`config.mk`:
```
export PLATFORM = sky130hd
export DESIGN_NAME = pca_top
export DESIGN_NICKNAME = d
export VERILOG_FILES = /design/src/include/pca_pkg.sv /design/src/rtl/pca_top.sv /design/src/rtl/pca_module.sv
export SDC_FILE = /design/constraint.sdc
export NUM_CORES = 1
export LEC_CHECK = 0
export BUFFER_PORTS_ARGS = -buffer_cell sky130_fd_sc_hd__buf_2
export CAP_MARGIN = 20
export CORE_ASPECT_RATIO = 0.6
export CORE_UTILIZATION = 30
export CTS_BUF_LIST = sky130_fd_sc_hd__clkbuf_16
export DETAILED_ROUTE_END_ITERATION = 12
export PLACE_DENSITY = 0.56
export SLEW_MARGIN = 20
export SYNTH_ARGS = -nofsm -noshare
export SYNTH_HDL_FRONTEND = slang
export SYNTH_HIERARCHICAL = 1
export SYNTH_SLANG_ARGS = --single-unit
```
`constraint.sdc`:
```
create_clock -name clk_i -period 5.2 [get_ports clk_i]
set_input_delay 1.04 -clock clk_i [delete_from_list [all_inputs] [get_ports clk_i]]
set_output_delay 1.04 -clock clk_i [all_outputs]
set_load 0.02 [all_outputs]
```
`src/include/pca_pkg.sv`:
```
// constants, register map and state types of the counter array
//
// Summary of operation
// - one shared 16-bit counter, five modules
// - module n owns port 1 bit n+3
// - two-bit select picks counter increment source
// - idle-stop bit halts counter during idle
// - watchdog enable applies to module 4 only
// - overflow sets flag; irq when enabled
// - overflow flag cleared by software only
// - run-control bit starts and stops counter
// - event flags per module, software clears
// - mode bit 0 enables module interrupt
// - mode bit 1 selects pulse width modulation
// - mode bit 2 toggles pin on match
// - mode bit 3 sets flag on match
// - bits 4/5 enable falling/rising capture
// - mode bit 6 enables the comparator
// - byte pair holds capture or compare value
// - in modulation mode high byte sets duty
// - valid edge copies counter into pair
// - output low below duty, else high
// - duty reloads from high byte on wrap
// - module 4 match gives internal reset
package pca_pkg;

    localparam int NUM_MODULES = 5;
    localparam int PIN_BASE    = 3;
    localparam int ECI_BIT     = 2;
    localparam int SYNC_LO     = 2;

    // byte addresses, one aligned word each
    localparam logic [7:0] OFS_COUNTER_CONTROL      = 8'h00;
    localparam logic [7:0] OFS_COUNTER_MODE_REGISTER      = 8'h04;
    localparam logic [7:0] OFS_CL        = 8'h08;
    localparam logic [7:0] OFS_CH        = 8'h0C;
    localparam logic [7:0] OFS_AUX       = 8'h10;
    localparam logic [7:0] OFS_MODE_BASE = 8'h14;
    localparam logic [7:0] OFS_LO_BASE   = 8'h28;
    localparam logic [7:0] OFS_HI_BASE   = 8'h3C;
    localparam logic [7:0] OFS_STRIDE    = 8'h04;

    // counter_control_register fields
    localparam int COUNTER_CONTROL_CF = 7;
    localparam int COUNTER_CONTROL_CR = 6;
    // counter_mode_register fields
    localparam int COUNTER_MODE_REGISTER_IDLE_STOP_BIT = 7;
    localparam int COUNTER_MODE_REGISTER_WATCHDOG_ENABLE_BIT = 6;
    localparam int COUNTER_MODE_REGISTER_COUNT_SOURCE_SELECT_HI = 2;
    localparam int COUNTER_MODE_REGISTER_COUNT_SOURCE_SELECT_LO = 1;
    localparam int COUNTER_MODE_REGISTER_ECF  = 0;
    // auxiliary register: six-clock mode select
    localparam int AUX_SIX = 0;
    // module_mode_register fields
    localparam int MODE_MODULE_IRQ_ENABLE = 0;
    localparam int MODE_PWM  = 1;
    localparam int MODE_TOG  = 2;
    localparam int MODE_MAT  = 3;
    localparam int MODE_FALLING_EDGE_CAPTURE = 4;
    localparam int MODE_RISING_EDGE_CAPTURE = 5;
    localparam int MODE_COMPARATOR_ENABLE = 6;

    // count source encodings
    localparam logic [1:0] SRC_OSC_SLOW = 2'h0;
    localparam logic [1:0] SRC_OSC_FAST = 2'h1;
    localparam logic [1:0] SRC_TIMER0   = 2'h2;
    localparam logic [1:0] SRC_ECI      = 2'h3;

    // oscillator divide ratios (clk_i stands for the oscillator)
    localparam logic [3:0] DIV_SLOW_X6  = 4'h6;
    localparam logic [3:0] DIV_SLOW_X12 = 4'hC;
    localparam logic [3:0] DIV_FAST_X6  = 4'h2;
    localparam logic [3:0] DIV_FAST_X12 = 4'h4;

    // reset values
    localparam logic [7:0]  RST_BYTE = 8'h00;
    localparam logic [15:0] RST_WORD = 16'h0000;

    typedef struct packed {
        logic [6:0]  mode;
        logic [15:0] cmp;
        logic [7:0]  duty;
        logic        out;
        logic        pin_prev;
    } cm_state_type;

    typedef struct packed {
        logic                   cf;
        logic                   cr;
        logic [NUM_MODULES-1:0] ccf;
        logic                   idle_stop_bit;
        logic                   watchdog_enable_bit;
        logic [1:0]             cps;
        logic                   ecf;
        logic                   six;
        logic [15:0]            cnt;
        logic [3:0]             div;
        logic                   moved;
        logic                   ack;
        logic [7:0]             rdata;
        logic [5:0]             sync1;
        logic [5:0]             sync2;
        logic                   eci_prev;
        logic                   wdt;
        logic                   irq;
    } pca_state_type;

endpackage : pca_pkg

```
`src/rtl/pca_top.sv`:
```
// programmable counter array: time base, register slave and five modules
`timescale 1ns/1ps
`default_nettype none
module pca_top
    import pca_pkg::*;
(
    // clock and reset
    input  wire logic        clk_i,
    input  wire logic        rst_i,
    // wishbone classic slave
    input  wire logic        cyc_i,
    input  wire logic        stb_i,
    input  wire logic        we_i,
    input  wire logic [7:0]  adr_i,
    input  wire logic [3:0]  sel_i,
    input  wire logic [31:0] dat_i,
    output logic [31:0]      dat_o,
    output logic             ack_o,
    // processor state and timer 0
    input  wire logic        cpu_idle_i,
    input  wire logic        timer0_overflow_i,
    // port 1 pins
    input  wire logic [7:0]  port1_in_i,
    output logic [7:0]       port1_out_o,
    output logic [7:0]       port1_oe_n_o,
    // system
    output logic             irq_o,
    output logic             wdt_reset_o
);

    pca_state_type q;
    pca_state_type d;

    logic             req;
    logic             wr;
    logic [7:0]       wb;
    logic [3:0]       div_top;
    logic             div_hit;
    logic             src;
    logic             run;
    logic             tick;
    logic             ovf;
    logic             wrap;
    logic             eci_rise;
    logic [7:0]       rmux;

    logic [NUM_MODULES-1:0] wr_mode;
    logic [NUM_MODULES-1:0] wr_lo;
    logic [NUM_MODULES-1:0] wr_hi;
    logic [NUM_MODULES-1:0] ev;
    logic [NUM_MODULES-1:0] match;
    logic [NUM_MODULES-1:0] outs;
    logic [NUM_MODULES-1:0] drive;
    logic [NUM_MODULES-1:0] module_irq_enable;
    logic [6:0]             mode  [NUM_MODULES];
    logic [15:0]            cmp   [NUM_MODULES];

    genvar g;
    generate
        for (g = 0; g < NUM_MODULES; g++)
        begin : gen_mod
            pca_module u_mod (
                .clk_i     (clk_i),
                .rst_i     (rst_i),
                .wr_mode_i (wr_mode[g]),
                .wr_lo_i   (wr_lo[g]),
                .wr_hi_i   (wr_hi[g]),
                .wdata_i   (wb),
                .cnt_i     (q.cnt),
                .moved_i   (q.moved),
                .wrap_i    (wrap),
                .pin_i     (q.sync2[PIN_BASE-SYNC_LO+g]),
                .mode_o    (mode[g]),
                .cmp_o     (cmp[g]),
                .out_o     (outs[g]),
                .event_o   (ev[g]),
                .match_o   (match[g])
            );
            assign module_irq_enable[g]  = mode[g][MODE_MODULE_IRQ_ENABLE];
            // the pin is driven only when the module produces a level on it
            assign drive[g] = mode[g][MODE_TOG] | mode[g][MODE_PWM];
        end
    endgenerate

    // register decode and read mux
    always_comb
    begin
        req  = cyc_i & stb_i;
        // the write lands on the edge where the master samples ack
        wr   = req & q.ack & we_i & sel_i[0];
        wb   = dat_i[7:0];
        rmux = RST_BYTE;
        case (adr_i)
            OFS_COUNTER_CONTROL: rmux = {q.cf, q.cr, 1'b0, q.ccf};
            OFS_COUNTER_MODE_REGISTER: rmux = {q.idle_stop_bit, q.watchdog_enable_bit, 3'h0, q.cps, q.ecf};
            OFS_CL:   rmux = q.cnt[7:0];
            OFS_CH:   rmux = q.cnt[15:8];
            OFS_AUX:  rmux = {7'h00, q.six};
            default:  rmux = RST_BYTE;
        endcase
        for (int i = 0; i < NUM_MODULES; i++)
        begin
            wr_mode[i] = wr & (adr_i == 8'(OFS_MODE_BASE + OFS_STRIDE * i));
            wr_lo[i]   = wr & (adr_i == 8'(OFS_LO_BASE + OFS_STRIDE * i));
            wr_hi[i]   = wr & (adr_i == 8'(OFS_HI_BASE + OFS_STRIDE * i));
            if (adr_i == 8'(OFS_MODE_BASE + OFS_STRIDE * i))
            begin
                rmux = {1'b0, mode[i]};
            end
            if (adr_i == 8'(OFS_LO_BASE + OFS_STRIDE * i))
            begin
                rmux = cmp[i][7:0];
            end
            if (adr_i == 8'(OFS_HI_BASE + OFS_STRIDE * i))
            begin
                rmux = cmp[i][15:8];
            end
        end
    end

    // time base and control state
    always_comb
    begin
        d       = q;
        d.ack   = req & ~q.ack;
        if (req & ~q.ack)
        begin
            d.rdata = rmux;
        end
        // two stages on every pin of port 1 above bit 1
        d.sync1    = port1_in_i[7:SYNC_LO];
        d.sync2    = q.sync1;
        d.eci_prev = q.sync2[ECI_BIT-SYNC_LO];
        eci_rise   = q.sync2[ECI_BIT-SYNC_LO] & ~q.eci_prev;

        // oscillator prescaler free-runs; the count source picks one tap
        case (q.cps)
            SRC_OSC_SLOW: div_top = q.six ? DIV_SLOW_X6 : DIV_SLOW_X12;
            default:      div_top = q.six ? DIV_FAST_X6 : DIV_FAST_X12;
        endcase
        div_hit = (q.div >= 4'(div_top - 4'h1));
        d.div   = div_hit ? 4'h0 : 4'(q.div + 4'h1);
        case (q.cps)
            SRC_OSC_SLOW: src = div_hit;
            SRC_OSC_FAST: src = div_hit;
            SRC_TIMER0:   src = timer0_overflow_i;
            SRC_ECI:      src = eci_rise;
            default:      src = 1'b0;
        endcase
        run  = q.cr & ~(q.idle_stop_bit & cpu_idle_i);
        tick = run & src;
        wrap = tick & (&q.cnt[7:0]);
        ovf  = 1'b0;

        d.moved = 1'b0;
        if (wr && adr_i == OFS_CL)
        begin
            d.cnt[7:0] = wb;
            d.moved    = 1'b1;
        end
        else if (wr && adr_i == OFS_CH)
        begin
            d.cnt[15:8] = wb;
            d.moved     = 1'b1;
        end
        else if (tick)
        begin
            d.cnt   = 16'(q.cnt + 16'h0001);
            d.moved = 1'b1;
            ovf     = &q.cnt;
        end

        if (wr && adr_i == OFS_COUNTER_CONTROL)
        begin
            d.cf  = wb[COUNTER_CONTROL_CF];
            d.cr  = wb[COUNTER_CONTROL_CR];
            d.ccf = wb[NUM_MODULES-1:0];
        end
        if (wr && adr_i == OFS_COUNTER_MODE_REGISTER)
        begin
            d.idle_stop_bit = wb[COUNTER_MODE_REGISTER_IDLE_STOP_BIT];
            d.watchdog_enable_bit = wb[COUNTER_MODE_REGISTER_WATCHDOG_ENABLE_BIT];
            d.cps  = {wb[COUNTER_MODE_REGISTER_COUNT_SOURCE_SELECT_HI], wb[COUNTER_MODE_REGISTER_COUNT_SOURCE_SELECT_LO]};
            d.ecf  = wb[COUNTER_MODE_REGISTER_ECF];
        end
        if (wr && adr_i == OFS_AUX)
        begin
            d.six = wb[AUX_SIX];
        end
        // hardware set wins over a software clear in the same cycle
        d.cf  = d.cf | ovf;
        d.ccf = d.ccf | ev;

        d.wdt = q.watchdog_enable_bit & match[NUM_MODULES-1];
        d.irq = (d.cf & q.ecf) | (|(d.ccf & module_irq_enable));
    end

    always_ff @(posedge clk_i)
    begin
        if (rst_i)
        begin
            q.cf       <= 1'b0;
            q.cr       <= 1'b0;
            q.ccf      <= '0;
            q.idle_stop_bit     <= 1'b0;
            q.watchdog_enable_bit     <= 1'b0;
            q.cps      <= SRC_OSC_SLOW;
            q.ecf      <= 1'b0;
            q.six      <= 1'b0;
            q.cnt      <= RST_WORD;
            q.div      <= 4'h0;
            q.moved    <= 1'b0;
            q.ack      <= 1'b0;
            q.rdata    <= RST_BYTE;
            // start at the pulled-up idle level so release gives no false edge
            q.sync1    <= '1;
            q.sync2    <= '1;
            q.eci_prev <= 1'b1;
            q.wdt      <= 1'b0;
            q.irq      <= 1'b0;
        end
        else
        begin
            q <= d;
        end
    end

    assign ack_o        = q.ack;
    assign dat_o        = {24'h000000, q.rdata};
    assign irq_o        = q.irq;
    assign wdt_reset_o  = q.wdt;
    assign port1_out_o  = {outs, 3'h0};
    assign port1_oe_n_o = {~drive, 3'h7};

endmodule : pca_top
`default_nettype wire

```
`src/rtl/pca_module.sv`:
```
// one capture/compare module: mode, compare pair, toggle and modulation output
`timescale 1ns/1ps
`default_nettype none
module pca_module
    import pca_pkg::*;
(
    // clock and reset
    input  wire logic        clk_i,
    input  wire logic        rst_i,
    // register writes
    input  wire logic        wr_mode_i,
    input  wire logic        wr_lo_i,
    input  wire logic        wr_hi_i,
    input  wire logic [7:0]  wdata_i,
    // time base
    input  wire logic [15:0] cnt_i,
    input  wire logic        moved_i,
    input  wire logic        wrap_i,
    // synchronized pin level
    input  wire logic        pin_i,
    // results
    output logic [6:0]       mode_o,
    output logic [15:0]      cmp_o,
    output logic             out_o,
    output logic             event_o,
    output logic             match_o
);

    cm_state_type q;
    cm_state_type d;
    logic         match;
    logic         cap;
    logic         pwm_on;

    always_comb
    begin
        d      = q;
        // only on a fresh counter value, so a stalled counter flags once
        match  = q.mode[MODE_COMPARATOR_ENABLE] & moved_i & (cnt_i == q.cmp);
        cap    = (pin_i & ~q.pin_prev & q.mode[MODE_RISING_EDGE_CAPTURE])
               | (~pin_i & q.pin_prev & q.mode[MODE_FALLING_EDGE_CAPTURE]);
        pwm_on = q.mode[MODE_PWM] & q.mode[MODE_COMPARATOR_ENABLE];
        d.pin_prev = pin_i;
        if (wr_mode_i)
        begin
            d.mode = wdata_i[6:0];
        end
        if (wr_lo_i)
        begin
            d.cmp[7:0] = wdata_i;
        end
        if (wr_hi_i)
        begin
            d.cmp[15:8] = wdata_i;
        end
        // a capture beats a software write landing in the same cycle
        if (cap)
        begin
            d.cmp = cnt_i;
        end
        if (pwm_on)
        begin
            if (wrap_i)
            begin
                d.duty = q.cmp[15:8];
            end
            d.out = (cnt_i[7:0] >= q.duty);
        end
        else if (match & q.mode[MODE_TOG])
        begin
            d.out = ~q.out;
        end
        event_o = (match & q.mode[MODE_MAT]) | cap;
        match_o = match;
    end

    always_ff @(posedge clk_i)
    begin
        if (rst_i)
        begin
            q.mode     <= 7'h00;
            q.cmp      <= RST_WORD;
            q.duty     <= RST_BYTE;
            q.out      <= 1'b0;
            q.pin_prev <= 1'b1;
        end
        else
        begin
            q <= d;
        end
    end

    assign mode_o = q.mode;
    assign cmp_o  = q.cmp;
    assign out_o  = q.out;

endmodule : pca_module
`default_nettype wire

```
Yosys cells after proc, flatten, opt, wreduce, memory -nomap -nowiden:

Index checks and enable logic that the tools add are counted.

* flip-flop bits (word level): 223
* input port bits: 59
* output and inout port bits: 51
* logic and storage cells: 289

* add/subtract/negate cells: 3
* $lt $le $gt $ge: 6
* equal/unequal tests: 28
* muxes and demuxes: 56
* bitwise logic cells: 111
* reduce and logical (&&, ||, !) cells: 36

Operators with widths (count)
* 2-to-1 mux 8 bit: 28
* 2-to-1 mux 16 bit: 6
* == test 16 bit: 5
* AND 1 bit: 72
* == test 8 x 6 -> 1 bit (second input constant): 8
* >= comparator 8 bit: 5
* one-hot mux 8 bit (5 select lines): 1
* nonzero test 2 bit: 17
* == test 8 x 5 -> 1 bit (second input constant): 4
* == test 8 x 7 -> 1 bit (second input constant): 4
* inverter 1 bit: 19
* OR 1 bit: 17
* adder 16 x 1 -> 16 bit (second input constant): 1
* == test 8 x 4 -> 1 bit (second input constant): 2
* 2-to-1 mux 1 bit: 16
* AND reduction 16 bit: 1
* AND reduction 2 bit: 7
* == test 8 x 3 -> 1 bit (second input constant): 1
* zero test 8 bit: 1
* 2-to-1 mux 4 bit: 2
* AND reduction 8 bit: 1
* 2-to-1 mux 7 bit: 1
* AND 5 bit: 1
* logical AND 1 bit: 5
* other kinds (13): 15

Longest topological paths before layout:

* depth after elaboration: 17
* depth in mapped cells: 10
* depth with buffers taken out: 10

Hierarchy:

The synthesis kept the hierarchy.

By module, submodules not included
* pca_module: times used 5, cells each 209, area each 1915.6 um2, sequential area each 660.6 um2
* pca_top: times used 1, cells each 614, area each 4693.3 um2, sequential area each 1161.1 um2

Worst setup path after synthesis:

OpenSTA, ideal clock, no wires.

* path kind: input port to flip-flop
* start point: input port adr_i[4]
* end point: register gen_mod[3].u_mod/mode_o[0] (netlist name)
* library setup time: 0.128 ns
* data arrival time: 2.828 ns
* required time: 5.072 ns
* path slack: 2.244 ns
* stages: 8
* buffers on the path: 3
* path through: buf_2 > buf_2 > nor4b_2 > nand2_1 > nor2_1 > clkbuf_1 > mux2i_1 > nor2_1

* longest elaborated chain between the ends: 2

RTL lines
* start: declaration: RTL line pca_top.sv:14 `input wire logic [7:0] adr_i,`
* == test 8 x 6 -> 1 bit: RTL line pca_top.sv:103 `wr_mode[i] = wr & (adr_i == 8'(OFS_MODE_BASE + OFS_STRIDE * i));`
* AND 1 bit: RTL line pca_top.sv:103
* named net wr_mode[3]: RTL line pca_top.sv:47 `logic [NUM_MODULES-1:0] wr_mode;`

The timed path passes the listed nets, and every way through them passes these cells.
A chain may end at the register's enable or synchronous reset.

Worst setup path after layout:

* start point: input port adr_i[5]
* end point: register gen_mod[1].u_mod/cmp_o[11] (netlist name)

* longest elaborated chain between the ends: 3

RTL lines
* == test 8 x 7 -> 1 bit: RTL line pca_top.sv:105 `wr_hi[i] = wr & (adr_i == 8'(OFS_HI_BASE + OFS_STRIDE * i));`
* AND 1 bit: RTL line pca_top.sv:105
* named net wr_hi[1]: RTL line pca_top.sv:49 `logic [NUM_MODULES-1:0] wr_hi;`
* nonzero test 2 bit (no source line)

The timed path passes the listed nets, and every way through them passes these cells.

==> out/summary.md <==
Run status
- complete, no violations — outcome

Global route
- 11303 — vias in the first global route
- 0.2160 — global-route usage over all layers
- 0 — Remaining Overflow, GRT
- 111 — largest net degree at the start of global routing
- 78.25 mm — global-route wire length before repair
- 4 — number of antenna violations at the first check in global routing

Timing
- 0 — number of setup violations in the final report
- false — RSZ-0062 raised after global routing
- 0.2710 — Slew headroom
- 0 — total count of hold-check failures in the final report
- 0 ns — TNS Setup
- 0.6679 — final clock period utilization by the worst path
- 287.9 MHz — Max Fclk
- 1.092 ns — transition time of the tightest slew-check pin
- 0 — final slew viol count
- 3.473 ns — Final min period
- 0.02554 ns — Max Clock Skew

Finish
- 1660 — Final #Nets
- 0.1299 — fraction of final layout cells with drive strength greater than 1
- 0.3205 — share of the core filled with cells
- 4.717% — area growth from synthesis to final layout

Clock network
- 1 — CTS H-Tree Depth
- 223 — count of clock tree sinks
- 0 — PostCTS Resize Cnt
- 3 — number of buffers on the longest clock path
- 0.07 ns — clock transition at the registers of the reported paths
- sky130_fd_sc_hd__clkbuf_16 — CTS root buf
- yes — clock tree from TritonCTS
- 0 — number of buffers inserted to repair setup after CTS
- 0 — quantity of hold-fixing buffers added after cts
- 0.55 ns — clock latency at the later pin of the worst-skew pair
- 23 — CTS buffer count

Critical path
- adr_i[5] — Worst Setup SP
- 9 — number of cells on the worst reg-to-reg path
- irq_o$_SDFF_PP0_ — capture instance of the worst register-to-register path
- buf_2 -> nor4b_2 -> nand2_1 -> nor2_1 -> mux2i_1 -> a211oi_1 — cells along the critical path
- 5.65 ns — data required time at the worst endpoint
- 3.93 ns — Worst EP arrival
- in2reg — kind of critical path
- 22 — crit-path max FO
- gen_mod[1].u_mod/cmp_o[11]$_SDFFE_PP0P_ — Critical path destination
- flip-flop — CP endpoint kind
- input port — Worst Setup Start Kind
- q[35]$_SDFFE_PP0P_ — worst flop-to-flop path startpoint
- 2.16 ns — FF-to-FF setup slack
- 0.93 ns — peak per-stage delay on the critical path
- sky130_fd_sc_hd__nor4b_2 — cell type of the slowest stage on the worst timing path

Power
- 0.055 — combinational power share
- 2764 µW — internal power summed over all cells
- 915.6 µW — net switching power
- 0.475 — part of the total power dissipated in the clock network
- 0.005624 µW — Leak Pwr
- 246.2 nW/µm² — power per standard cell area
- 0.1912 mV — Worst IR Drop VDD
- 0.469 — register share of total power
- 0.2489 — net switching fraction of the power
- 3679 µW — final total power

Floorplanning
- 46630 µm² — floorplan core area
- 48480 µm² — area of the die
- 170.9 µm — floorplan die height
- 110 — I/O pin total
- 61 — FP Rows
- 0.3060 — starting density of the core
- 283.6 µm — Chip Width

Synth
- 0 — number of enable flip-flop cells after synthesis
- 0.3128 — share of Yosys cell area claimed by the top area cell type
- 1659 — Gate Count Post-Synth
- 8.602 µm² — mean instance size in the synthesized netlist
- sky130_fd_sc_hd__dfxtp_1 — area leader, netlist
- 0.3128 — share of the yosys chip area belonging to registers
- sky130_fd_sc_hd__dfxtp_1 (31%), sky130_fd_sc_hd__mux2i_1 (12%), sky130_fd_sc_hd__buf_4 (8.2%), sky130_fd_sc_hd__nor2_1 (6.3%), sky130_fd_sc_hd__a211oi_1 (5.2%) — dominant cells by area after synthesis
- 14270 µm² — post-synthesis instance area
- 0 — share of async-settable or async-resettable flops after synthesis
- 80 — post-synthesis cell type count
- 6 — number of warnings issued by yosys
- 223 — count of state elements after synthesis
- sky130_fd_sc_hd__dfxtp_1 — top_reg_cell synth

Drt
- 24.14 µm — average wire per standard cell
- 12386 — number of vias in the routed layout
- 6 — first-pass iteration count of the detailed router
- 0 — # DRC
- 1639 — iteration-0 DRC count of the detailed router
- 53.19 mm — Final Routed Wirelength
- 5.622 — detailed-route vias per instance
- 0 — Antenna Violating Nets Remaining

Place
- 37.23 mm — Detailed Place HPWL
- 50 — PortBufs
- 1.011 — gpl congestion

Job
- 0 — max-cap check violation count

Worst hold path
- reg2reg — path type of the worst min-delay path

[cell families (layout without fill, tap and decap cells)]
| group | count (synthesis) | in the layout | synth area share |
|---|---|---|---|
| muxes | 184 | 184 | 0.1320 |
| adders and majority gates | 45 | 45 | 0.03945 |
| buffers and inverters | 298 | 182 | 0.1227 |
| DFF | 223 | 223 | 0.3128 |
| AOI/OAI and AO/OA | 324 | 324 | 0.1595 |
| other | 2 | 32 | 0.0005262 |
| and+or+nand+nor | 496 | 496 | 0.1796 |
| xor gates and xnor gates | 87 | 87 | 0.05339 |
[worst max-delay path: cells and delay by family]
family / cells / cell delay [ns]
muxes: 1 / 0.19
AOI/OAI and AO/OA: 1 / 0.26
buffers and inverters: 1 / 0.24
and+or+nand+nor: 3 / 2.19
[registers in the layout, indices dropped and copies added (netlist names)]
register and count:
dat_o 8, d 7, wdt_reset_o 1, gen_mod.u_mod/out_o 5
ack_o 1, gen_mod.u_mod/cmp_o 80, gen_mod.u_mod/q 45, gen_mod.u_mod/mode_o 35
irq_o 1, q 40
[synthesized netlist by cell type, drive strengths merged (17+ instances only)]
master and number:
dfxtp 223, xnor2 63, mux2i 168, ha 45, a211oi 99, or2 19, nor3 17, nor2 247
nand2 64, nand3 33, inv 54, o21ai 63, buf 181, xor2 24, nand4 31, a21oi 51
clkbuf 63
[placed cells by master (no fill, tap or decap), types with 6 or more instances in the layout]
cell type and count:
sky130_fd_sc_hd__a211oi_1 98, sky130_fd_sc_hd__mux2_2 14, sky130_fd_sc_hd__ha_1 45, sky130_fd_sc_hd__a31oi_1 8, sky130_fd_sc_hd__xnor2_1 63, sky130_fd_sc_hd__nand3_1 33, sky130_fd_sc_hd__dfxtp_1 222, sky130_fd_sc_hd__nor4bb_1 6
sky130_fd_sc_hd__nor3_1 12, sky130_fd_sc_hd__nor2_2 6, sky130_fd_sc_hd__nor2_1 240, sky130_fd_sc_hd__inv_1 58, sky130_fd_sc_hd__or4_1 9, sky130_fd_sc_hd__o32a_1 6, sky130_fd_sc_hd__a221oi_1 11, sky130_fd_sc_hd__nand2_1 63
sky130_fd_sc_hd__o21a_1 6, sky130_fd_sc_hd__conb_1 30, sky130_fd_sc_hd__xor2_1 24, sky130_fd_sc_hd__nand3b_1 6, sky130_fd_sc_hd__nand4b_1 6, sky130_fd_sc_hd__buf_4 37, sky130_fd_sc_hd__mux2i_1 168, sky130_fd_sc_hd__clkbuf_16 23
sky130_fd_sc_hd__a22oi_1 13, sky130_fd_sc_hd__or2_2 19, sky130_fd_sc_hd__or3_1 6, sky130_fd_sc_hd__a21o_1 6, sky130_fd_sc_hd__o22ai_1 7, sky130_fd_sc_hd__nand4_1 30, sky130_fd_sc_hd__nand2b_1 15, sky130_fd_sc_hd__o21ai_0 60
sky130_fd_sc_hd__a21oi_1 50, sky130_fd_sc_hd__o221ai_1 6, sky130_fd_sc_hd__buf_2 49
[layer usage]
metal  up-vias  global-route usage  part of all wire
met5         -                   0                 0
li1       5548                   -                 -
met2       656              0.2905              0.38
met1      6107              0.3365              0.48
met4         0             0.04465             0.021
met3        75             0.05120              0.12
[power by group through the flow]
| stage | registers (µW) | clock network [µW] | logic [µW] |
|---|---|---|---|
| after floorplan | 1760 | 0 | 136 |
| after global placement | 1760 | 0 | 198 |
| after detailed placement | 1760 | 0 | 198 |
| after CTS | 1730 | 1780 | 199 |
| after global routing | 1730 | 1850 | 213 |
| final | 1730 | 1750 | 204 |
[final cells by class]
class	instances	area (µm²)
clock inverters	17	177.7
fillers	4864	31690
repair buffers	88	554.3
multi-input cells	1166	8175
diodes	2	5.005
inverters	54	202.7
flip-flops and latches	223	4466
well taps	630	788.3
clock buffers	23	575.6
[per-stage QoR]
| step | instances | instance area (µm²) | worst slack, ns | hold WS (ns) |
|---|---|---|---|---|
| 6_report | 2203 | 14940 | 1.727 | 0.4090 |
| 3_3_place_gp | 2161 | 14190 | 1.337 | 0.3939 |
| 5_1_grt | 2203 | 14940 | 1.564 | 0.4284 |
| 4_1_cts | 2201 | 14940 | 1.856 | 0.4107 |
| 2_1_floorplan | 1687 | 14380 | 2.244 | 0.3895 |
| 3_5_place_dp | 2161 | 14190 | 1.318 | 0.3957 |
[worst min-delay path by stage]
stage / from / endpoint / slack, ns / cells after the start
3_5_place_dp: d[4]$_SDFF_PP1_ / q[4]$_SDFF_PP1_ / 0.40 / 1
2_1_floorplan: d[3]$_SDFF_PP1_ / d[2]$_SDFF_PP1_ / 0.39 / 1
4_1_cts: d[4]$_SDFF_PP1_ / q[4]$_SDFF_PP1_ / 0.41 / 1
5_1_grt: d[4]$_SDFF_PP1_ / q[4]$_SDFF_PP1_ / 0.43 / 1
3_3_place_gp: d[4]$_SDFF_PP1_ / q[4]$_SDFF_PP1_ / 0.39 / 1
6_report: d[4]$_SDFF_PP1_ / q[4]$_SDFF_PP1_ / 0.41 / 1
Power figures use the tool's default switching activity.
